[config.mk]
export PLATFORM = sky130hd
export DESIGN_NAME = sysint_stop_protect_regs
export DESIGN_NICKNAME = d
export VERILOG_FILES = /design/src/common/sysint_pkg.sv /design/src/hw/sysint_stop_protect_regs.sv
export SDC_FILE = /design/constraint.sdc
export NUM_CORES = 1
export LEC_CHECK = 0
export ABC_AREA = 1
export CELL_PAD_IN_SITES_DETAIL_PLACEMENT = 1
export CELL_PAD_IN_SITES_GLOBAL_PLACEMENT = 1
export CORE_MARGIN = 2
export CORE_UTILIZATION = 45
export DETAILED_ROUTE_END_ITERATION = 8
export DONT_BUFFER_PORTS = 1
export GPL_TIMING_DRIVEN = 0
export PLACE_DENSITY_LB_ADDON = 0.3
export SYNTH_ARGS = -nofsm -noshare
export SYNTH_HDL_FRONTEND = slang
export SYNTH_SLANG_ARGS = --single-unit
[constraint.sdc]
create_clock -name sys_clk -period 1.45 [get_ports sys_clk]
set_input_delay 0.2175 -clock sys_clk [delete_from_list [all_inputs] [get_ports sys_clk]]
set_output_delay 0.2175 -clock sys_clk [all_outputs]
set_load 0.01 [all_outputs]
[src/common/sysint_pkg.sv]
// package for the stop keep-alive, short-address page, protection and port A select bank
// assumes a 16-bit register port addressed by word index, one clock, async active-low reset
//
// Contract
// - keep-alive 0 stops a clock in Stop mode; 1 keeps it if enabled
// - first keep-alive: serial bit 4, queued spi bit 2, pwm bit 0, with enable 0
// - second keep-alive: interval timer bit 12, timer channels 3..0; resets zero
// - short address takes 6 low bits from instruction, 18 from page registers
// - high page holds address bits 23:22 in bits 1-0, reset 11
// - low page holds address bits 21:6 across all 16 bits
// - new page value reaches short addressing within five cycles
// - clock protect field bits 3-2 blocks clock enable, keep-alive, rate writes
// - mux protect field bits 1-0 blocks pin, source select and gpio config writes
// - code 00 off, 01 on, 10 off locked, 11 on locked; reset 00
// - unlocked field may be switched off and on freely
// - locked field ignores writes until chip reset returns it to 00
// - mux protect also guards pwm fields of clock output control
// - peripheral enable 0 gives gpio the pin; 1 lets select fields choose
// - shared function fans out to all pins; input combines those pins
// - after reset all pins come up as gpio
// - port A select: pin6 bit 12, pin5 bits 11-10, pin4 bits 9-8; reset zero
// - accesses to a clock-disabled peripheral have no effect
// - clock enable 0 withholds clock, 1 supplies it
package sysint_pkg;

  localparam int          ADDR_W = 8;
  localparam int          DATA_W = 16;

  // ============================================================
  // register word offsets
  localparam logic [7:0]  OFS_STOP_KEEP_0  = 8'h0e;
  localparam logic [7:0]  OFS_STOP_KEEP_1  = 8'h0f;
  localparam logic [7:0]  OFS_PAGE_HIGH    = 8'h10;
  localparam logic [7:0]  OFS_PAGE_LOW     = 8'h11;
  localparam logic [7:0]  OFS_PROTECT      = 8'h12;
  localparam logic [7:0]  OFS_PORTA_SEL_0  = 8'h13;

  // ============================================================
  // field positions
  localparam int          BIT_SERIAL_KEEP  = 4;
  localparam int          BIT_QSPI_KEEP    = 2;
  localparam int          BIT_PWM_KEEP     = 0;
  localparam int          BIT_PIT_KEEP     = 12;
  localparam int          BIT_TMR_KEEP_HI  = 3;
  localparam int          BIT_CLK_PROT_LO  = 2;
  localparam int          BIT_MUX_PROT_LO  = 0;
  localparam int          BIT_PIN6_SEL     = 12;
  localparam int          BIT_PIN5_SEL_LO  = 10;
  localparam int          BIT_PIN4_SEL_LO  = 8;
  localparam int          BIT_ENA_SERIAL   = 4;
  localparam int          BIT_ENA_QSPI     = 2;
  localparam int          BIT_ENA_PWM      = 0;
  localparam int          BIT_ENA_PIT      = 12;

  // ============================================================
  // reset values
  localparam logic [1:0]  RST_PAGE_HIGH    = 2'h3;
  localparam logic [15:0] RST_PAGE_LOW     = 16'h0000;
  localparam logic [1:0]  RST_PROT_FIELD   = 2'h0;
  localparam logic [15:0] RD_UNMAPPED      = 16'h0000;

  // ============================================================
  // protection codes: bit 0 = protect on, bit 1 = locked
  localparam int          PROT_ON_BIT      = 0;
  localparam int          PROT_LOCK_BIT    = 1;

  // pin function select codes for pins 4 and 5
  typedef enum logic [1:0] {
    SEL_PWM   = 2'b00,
    SEL_FAULT = 2'b01,
    SEL_TIMER = 2'b10,
    SEL_RSVD  = 2'b11
  } pin_sel_t;

  // ============================================================
  // timing: page settle delay in system clock cycles
  localparam logic [2:0]  PAGE_SETTLE_CYC  = 3'h5;

endpackage

[src/hw/sysint_stop_protect_regs.sv]
// stop keep-alive, short-address page, write protection and port A pin select bank
// assumes register strobes synchronous to sysClk, one-cycle strobes, never both at once;
// clock enable registers and gpio config live outside and take the protect outputs
`timescale 1ns/1ps
`default_nettype none

module sysint_stop_protect_regs
  import sysint_pkg::*;
(
  input  wire logic                sys_clk,
  input  wire logic                rst_n,
  input  wire logic [ADDR_W-1:0]   regAddr,
  input  wire logic [DATA_W-1:0]   regWrData,
  input  wire logic                regWrEn,
  input  wire logic                regRdEn,
  output logic      [DATA_W-1:0]   regRdData,
  input  wire logic [15:0]         clockEnable0,
  input  wire logic [15:0]         clockEnable1,
  input  wire logic                stopMode,
  output logic                     serialClkRun,
  output logic                     qspiClkRun,
  output logic                     pwmClkRun,
  output logic                     pitClkRun,
  output logic      [3:0]          timerClkRun,
  output logic                     clockProtectOn,
  output logic                     muxProtectOn,
  input  wire logic [5:0]          shortOffset,
  output logic      [23:0]         shortAddr,
  input  wire logic [6:4]          pinPeriphEnable,
  input  wire logic [6:4]          gpioOut,
  input  wire logic [6:4]          gpioOutEn,
  input  wire logic [6:4]          pinIn,
  output logic      [6:4]          pinOut,
  output logic      [6:4]          pinOutEn,
  input  wire logic [5:4]          pwmOut,
  input  wire logic [3:0]          timerOut,
  input  wire logic [3:0]          timerOutEn,
  output logic      [2:0]          faultIn,
  output logic      [3:0]          timerIn
);

  // ============================================================
  // state
  typedef struct packed {
    logic [2:0]  keep0;       // serial, qspi, pwm
    logic [4:0]  keep1;       // pit, timer 3..0
    logic [1:0]  pageHigh;
    logic [15:0] pageLow;
    logic [1:0]  effHigh;
    logic [15:0] effLow;
    logic [2:0]  settleCnt;
    logic [1:0]  clkProt;
    logic [1:0]  muxProt;
    logic        pin6Sel;
    logic [1:0]  pin5Sel;
    logic [1:0]  pin4Sel;
    logic [15:0] rdData;
  } state_t;

  localparam state_t STATE_RST = '{
    keep0:     3'h0,
    keep1:     5'h00,
    pageHigh:  RST_PAGE_HIGH,
    pageLow:   RST_PAGE_LOW,
    effHigh:   RST_PAGE_HIGH,
    effLow:    RST_PAGE_LOW,
    settleCnt: 3'h0,
    clkProt:   RST_PROT_FIELD,
    muxProt:   RST_PROT_FIELD,
    pin6Sel:   1'b0,
    pin5Sel:   2'h0,
    pin4Sel:   2'h0,
    rdData:    16'h0000
  };

  state_t state_ff;
  state_t nxt_state;

  logic   wrKeep0;
  logic   wrKeep1;
  logic   wrPageHigh;
  logic   wrPageLow;
  logic   wrProt;
  logic   wrPortA;

  // ============================================================
  // write decode with protection gating
  always_comb begin
    wrKeep0    = regWrEn && regAddr == OFS_STOP_KEEP_0 && !state_ff.clkProt[PROT_ON_BIT];
    wrKeep1    = regWrEn && regAddr == OFS_STOP_KEEP_1 && !state_ff.clkProt[PROT_ON_BIT];
    wrPageHigh = regWrEn && regAddr == OFS_PAGE_HIGH;
    wrPageLow  = regWrEn && regAddr == OFS_PAGE_LOW;
    wrProt     = regWrEn && regAddr == OFS_PROTECT;
    wrPortA    = regWrEn && regAddr == OFS_PORTA_SEL_0 && !state_ff.muxProt[PROT_ON_BIT];
  end

  // ============================================================
  // next state
  always_comb begin
    nxt_state = state_ff;

    if (wrKeep0) begin
      nxt_state.keep0 = {regWrData[BIT_SERIAL_KEEP], regWrData[BIT_QSPI_KEEP], regWrData[BIT_PWM_KEEP]};
    end
    if (wrKeep1) begin
      nxt_state.keep1 = {regWrData[BIT_PIT_KEEP], regWrData[BIT_TMR_KEEP_HI:0]};
    end

    if (wrPageHigh) begin
      nxt_state.pageHigh = regWrData[1:0];
    end
    if (wrPageLow) begin
      nxt_state.pageLow = regWrData;
    end
    // the page in use follows a write after a fixed settle delay
    if (wrPageHigh || wrPageLow) begin
      nxt_state.settleCnt = PAGE_SETTLE_CYC;
    end else if (state_ff.settleCnt != 3'h0) begin
      nxt_state.settleCnt = state_ff.settleCnt - 3'h1;
    end
    if (state_ff.settleCnt == 3'h1) begin
      nxt_state.effHigh = state_ff.pageHigh;
      nxt_state.effLow  = state_ff.pageLow;
    end

    // a locked field keeps its value until reset
    if (wrProt && !state_ff.clkProt[PROT_LOCK_BIT]) begin
      nxt_state.clkProt = regWrData[BIT_CLK_PROT_LO+1:BIT_CLK_PROT_LO];
    end
    if (wrProt && !state_ff.muxProt[PROT_LOCK_BIT]) begin
      nxt_state.muxProt = regWrData[BIT_MUX_PROT_LO+1:BIT_MUX_PROT_LO];
    end

    if (wrPortA) begin
      nxt_state.pin6Sel = regWrData[BIT_PIN6_SEL];
      nxt_state.pin5Sel = regWrData[BIT_PIN5_SEL_LO+1:BIT_PIN5_SEL_LO];
      nxt_state.pin4Sel = regWrData[BIT_PIN4_SEL_LO+1:BIT_PIN4_SEL_LO];
    end

    // read data, valid the cycle after the strobe; reserved bits read zero
    nxt_state.rdData = RD_UNMAPPED;
    if (regRdEn) begin
      case (regAddr)
        OFS_STOP_KEEP_0: begin
          nxt_state.rdData[BIT_SERIAL_KEEP] = state_ff.keep0[2];
          nxt_state.rdData[BIT_QSPI_KEEP]   = state_ff.keep0[1];
          nxt_state.rdData[BIT_PWM_KEEP]    = state_ff.keep0[0];
        end
        OFS_STOP_KEEP_1: begin
          nxt_state.rdData[BIT_PIT_KEEP]        = state_ff.keep1[4];
          nxt_state.rdData[BIT_TMR_KEEP_HI:0]   = state_ff.keep1[3:0];
        end
        OFS_PAGE_HIGH: begin
          nxt_state.rdData[1:0] = state_ff.pageHigh;
        end
        OFS_PAGE_LOW: begin
          nxt_state.rdData = state_ff.pageLow;
        end
        OFS_PROTECT: begin
          nxt_state.rdData[BIT_CLK_PROT_LO+1:BIT_CLK_PROT_LO] = state_ff.clkProt;
          nxt_state.rdData[BIT_MUX_PROT_LO+1:BIT_MUX_PROT_LO] = state_ff.muxProt;
        end
        OFS_PORTA_SEL_0: begin
          nxt_state.rdData[BIT_PIN6_SEL]                      = state_ff.pin6Sel;
          nxt_state.rdData[BIT_PIN5_SEL_LO+1:BIT_PIN5_SEL_LO] = state_ff.pin5Sel;
          nxt_state.rdData[BIT_PIN4_SEL_LO+1:BIT_PIN4_SEL_LO] = state_ff.pin4Sel;
        end
        default: begin
          nxt_state.rdData = RD_UNMAPPED;
        end
      endcase
    end
  end

  always_ff @(posedge sys_clk or negedge rst_n) begin
    if (!rst_n) begin
      state_ff <= STATE_RST;
    end else begin
      state_ff <= nxt_state;
    end
  end

  // ============================================================
  // clock gate enables: enable bit, and in Stop mode also keep-alive bit
  always_comb begin
    serialClkRun = clockEnable0[BIT_ENA_SERIAL] && (!stopMode || state_ff.keep0[2]);
    qspiClkRun   = clockEnable0[BIT_ENA_QSPI]   && (!stopMode || state_ff.keep0[1]);
    pwmClkRun    = clockEnable0[BIT_ENA_PWM]    && (!stopMode || state_ff.keep0[0]);
    pitClkRun    = clockEnable1[BIT_ENA_PIT]    && (!stopMode || state_ff.keep1[4]);
    timerClkRun  = clockEnable1[3:0] & ({4{!stopMode}} | state_ff.keep1[3:0]);
  end

  // protect levels for the clock enable, rate, source select, gpio and clock output blocks
  assign clockProtectOn = state_ff.clkProt[PROT_ON_BIT];
  assign muxProtectOn   = state_ff.muxProt[PROT_ON_BIT];

  // ============================================================
  // short address
  assign regRdData = state_ff.rdData;
  assign shortAddr = {state_ff.effHigh, state_ff.effLow, shortOffset};

  // ============================================================
  // port A pin mux, pins 4..6
  logic [6:4] selPwm;
  logic [6:4] selFault;
  logic [6:4] selTimer;
  logic [1:0] pinSel [6:4];
  logic [3:0] pinTimerCh [6:4];

  always_comb begin
    pinSel[6]     = state_ff.pin6Sel ? SEL_TIMER : SEL_FAULT;
    pinSel[5]     = state_ff.pin5Sel;
    pinSel[4]     = state_ff.pin4Sel;
    pinTimerCh[6] = 4'h1;
    pinTimerCh[5] = 4'h8;
    pinTimerCh[4] = 4'h4;
  end

  genvar p;
  generate
    for (p = 4; p <= 6; p++) begin : g_pin
      assign selPwm[p]   = pinPeriphEnable[p] && pinSel[p] == SEL_PWM && p != 6;
      assign selFault[p] = pinPeriphEnable[p] && pinSel[p] == SEL_FAULT;
      assign selTimer[p] = pinPeriphEnable[p] && pinSel[p] == SEL_TIMER;
      always_comb begin
        if (!pinPeriphEnable[p]) begin
          pinOut[p]   = gpioOut[p];
          pinOutEn[p] = gpioOutEn[p];
        end else if (selPwm[p]) begin
          pinOut[p]   = pwmOut[(p == 5) ? 5 : 4];
          pinOutEn[p] = 1'b1;
        end else if (selTimer[p]) begin
          pinOut[p]   = |(timerOut & pinTimerCh[p]);
          pinOutEn[p] = |(timerOutEn & pinTimerCh[p]);
        end else begin
          pinOut[p]   = 1'b0;
          pinOutEn[p] = 1'b0;
        end
      end
    end
  endgenerate

  // peripheral inputs: OR of every pin routed to the function
  always_comb begin
    faultIn[0] = selFault[6] & pinIn[6];
    faultIn[1] = selFault[4] & pinIn[4];
    faultIn[2] = selFault[5] & pinIn[5];
    timerIn    = ({4{selTimer[6] & pinIn[6]}} & pinTimerCh[6])
               | ({4{selTimer[5] & pinIn[5]}} & pinTimerCh[5])
               | ({4{selTimer[4] & pinIn[4]}} & pinTimerCh[4]);
  end

endmodule

`default_nettype wire

== Word level (Yosys, flattened, before mapping) ==
Index checks and enable logic that the tools add are counted.
Widths: inputs -> output; s select.
Word-level totals
  bits of input ports: 89
  bits in registers: 72
  logic and storage cells: 103
  output and inout bits: 63
Cells by class
  add/subtract/negate cells: 1
  muxes and demuxes: 29
  equality and inequality tests: 13
  reductions and logical operators: 37
  bitwise gates (word level): 10
Operator list (count)
  $eq 8x5->1 const B: 4
  $logic_and 1x1->1: 23
  $eq 8x4->1 const B: 2
  $mux 1: 16
  $mux 16: 1
  $mux 3: 4
  $pmux 1 s4: 2
  $pmux 4 s2: 1
  $and 1x1->1: 6
  $eq 2x1->1 const B: 3
  $eq 2x2->1 const B: 3
  $pmux 1 s3: 2
  $logic_not 1->1: 5
  $logic_or 1x1->1: 5
  $pmux 1 s5: 1
  $and 4x4->4: 1
  $logic_not 2->1: 2
  $or 1x4->4: 1
  $or 4x3->4: 1
  $or 4x4->4: 1
  $eq 3x1->1 const B: 1
  $reduce_bool 3->1: 1
  $sub 3x1->3 const B: 1
  $mux 2: 1
  2 further kinds: 2

== Depth between registers and ports, before layout ==
  word-level depth: 6
  gate-level depth with buffers: 9
  depth with buffers taken out: 9

== Least setup slack after synthesis ==
No wires, ideal clock.
  path kind: reg2reg
  start: register state_ff[25] (netlist name)
  end: register state_ff, in the netlist shortAddr[18]
  setup slack: 0.175 ns
  arrival time: 1.150 ns
  required time: 1.325 ns
  stages on the path, launching flop included: 5
  buffers on the path: 1
  cell sequence: dfrtp_1 ha_1 nand2_1 buf_2 mux2_2
Between the ends
  cells in the longest elaborated chain, start to end: 1
Ends and longest elaborated chain
  start: declaration: line sysint_stop_protect_regs.sv:76  | state_t state_ff;
  start signal: assignment: line sysint_stop_protect_regs.sv:179  | state_ff <= nxt_state;
  $eq 3x1->1: line sysint_stop_protect_regs.sv:121  | if (state_ff.settleCnt == 3'h1) begin
No other way between the ends.
A chain may end at the register's enable or synchronous reset.

== Final worst setup path ==
  start: register state_ff, in the netlist pinSel[1]
  end: output faultIn[1]
Between the ends
  cells in the longest elaborated chain, start to end: 3
Ends and longest elaborated chain
  $eq 2x1->1: line sysint_stop_protect_regs.sv:223  | assign selFault[p] = pinPeriphEnable[p] && pinSel[p] == SEL_FAULT;
  $logic_and 1x1->1: line sysint_stop_protect_regs.sv:223
  $and 1x1->1: line sysint_stop_protect_regs.sv:246  | faultIn[1] = selFault[4] & pinIn[4];
  end: declaration: line sysint_stop_protect_regs.sv:38  | output logic [2:0] faultIn,
No other way between the ends.

==> results.toml <==
[clock_tree]
cts-root-buf = "clkbuf_8"
cts_buffer_depth = 2
clock-sinks = 72
worst_skew_pair.late_latency_ns = 0.35
cts_buffers = 9
cts_tree = "built"
holdBufCountCts = 7
path_clk_slew_ns = 0.08
htreeDepth = 3

[global_route]
antenna_found_initial = 0
grt_pass1_wl_mm = 14.3
grt_overflow = 0
grt_max_degree = 73
first_global_vias = 3028
grt_use_total_pct = 21.1

[placed_design]
place_area_um2 = 3780
place_ws_ns = -0.00247
numPlacedInstances = 523
gp_congestion = 0.844
place_hpwl_mm = 6.71
io_buffers = 0

[route]
drt-total-wl_mm = 8.99
vias = 2801
vias_per_cell = 5.11
postRouteAntennaNets = 0
drtIter0Drc = 54
wl_per_cell_um = 16.4
firstDrtPassIters = 4
drc = 0

[floorplanning]
fp-row-count = 32
die_area_um2 = 8860
die_w_um = 94.1
start_util_pct = 46.8
ioPinCount = 152
die_y_um = 94.1
coreArea_um2 = 7810

[pwr]
ir_drop_mv = 0.670
total_power_mw = 5.41
p_per_area_nw_per_um2 = 1300
p_leak_nw = 2.09

[worst_setup_path]
path_class = "reg -> out"
path_cells = "nor4_4"
cpMaxStageDelayCell = "dfrtp_2"
cpPeakStageDelay_ns = 0.48
cp_max_fo = 7
critPathRequiredTime_ns = 1.23
path_delay_family = "flip-flops"
worstPathBufferInverterCount = 0
start_kind = "register"
cp-end-kind = "output port"
cp.arrival_ns = 1.18

[synth]
synth_most_common_cell = "nand2_1"
synthArstFlopShare_pct = 100
synth-edff-count = 0
yosys.area.top_type_share_pct = 46.5
synth_commonest_cells = "76 x nand2_1, 68 x dfrtp_1, 53 x inv_1"
synth-warning-count = 0
ys_ff_latch = 72
syn_nets = 513
ys_seq_area_share_pct = 49.4
synth-main-ff-cell = "dfrtp_1"
syn_area_um2 = 3660
netlist_instances = 421
synth_area_leaders = "dfrtp_1 47%, buf_4 8.4%, nand2_1 7.8%, inv_1 5.4%, nand3_1 4.4%"
synth_cell_types = 31
synth_top_area_cell = "dfrtp_1"
syn_avg_cell_area_um2 = 8.68

[sta]
hold_viol = 72
clock_skew_ns = 0.00761
setup_tns_ns = 0
period_minus_slack_ns = 1.40
holdWs_ns = -0.453
setup_viol = 0
slew_violations = 0
period_share_pct = 96.4
setup_ws_ns = 0.0525
max_freq_mhz = 716

[min_path]
hold_path_class = "in -> async"

[finish]
antenna_cells = 0
area_growth_pct = 13.4
nFillCells = 967
fin_area_um2 = 4150
utilization_pct = 53.1
final_cells = 548
nNetsFinal = 533
drive_above_1_share_pct = 24.0

[flow_run]
drv_cap = 0

[status]
violations = "hold timing"
status = "finished with violations"
metal layers:
| metal | vias to the layer above | GRT usage (%) | wire length, µm |
|---|---|---|---|
| met3 | 12 | 7.38 | 589 |
| met2 | 83 | 37.0 | 4650 |
| met5 | - | 0 | 0 |
| met4 | 0 | 6.52 | 142 |
| li1 | 1343 | - | - |
| met1 | 1363 | 24.1 | 3610 |
placed cells by master, fill, tap and decap left out, types with 3 or more instances in the layout:
cell	n
a21boi_0	8
a21oi_1	10
buf_2	3
buf_4	45
clkbuf_1	3
clkbuf_8	9
dfrtp_1	65
dfrtp_2	3
dfstp_2	4
dlygate4sd3_1	7
ha_1	3
inv_1	51
inv_2	3
mux2_2	7
nand2_1	76
nand3_1	31
nand4_1	8
nor2_1	34
nor2_2	7
nor2_4	3
o21ai_0	32
o21ai_1	8
o21ai_2	3
worst paths after layout:
check	from	endpoint	slack [ns]	cells past startpoint
setup reg to reg	state_ff[25]	shortAddr[6]	0.12	4
hold / removal	rst_n	shortAddr[13]	-0.45	0
hold reg to reg	shortAddr[19]	shortAddr[19]	0.49	2
min in group sys_clk	regWrData[6]	state_ff[52]	0.02	2
setup / recovery	pinSel[1]	faultIn[1]	0.05	1
max in group asynchronous	rst_n	shortAddr[23]	1.71	0
report_power, final:
part / internal (mW) / switching (mW) / leakage [nW]
Sequential: 2.29 / 0.159 / 0.882
Clock: 0.978 / 0.787 / 0.111
Combinational: 0.556 / 0.632 / 1.09
Total: 3.83 / 1.58 / 2.09
kinds of logic after synthesis:
family / Yosys count / share of synthesized area (%)
simple gates: 172 / 22.4
buf+inv: 104 / 15.5
flops: 72 / 49.4
compound gates: 61 / 9.21
mux: 7 / 2.16
fa+ha+maj: 3 / 1.03
other cells: 1 / 0.103
xor+xnor: 1 / 0.240
timing repair:
action / CTS / global route
endpoints found under the hold margin: 79 / 72
buffers inserted: 0 / 2
gates resized for setup: 4 / 14
setup endpoints to repair: 5 / 22
pin swaps: 0 / 1
area by class of cell:
type                       instances  area (µm²)  share of cell area (%)
inverter                          54         203                    4.89
sequential                        72        1810                    43.7
clock buffer                      10         128                    3.08
clock inverter                     6        91.3                    2.20
tap                              102         128                    3.08
buffer                            50         368                    8.87
multi-input combinational        245        1330                    32.2
timing repair buffer               9        85.1                    2.05
registers in the layout, summed over array words and instances, names as in the netlist:
signal / count
pinSel: 4
clockProtectOn: 1
muxProtectOn: 1
regRdData: 16
shortAddr: 18
state_ff: 32
(Power assumes the default switching activity.)
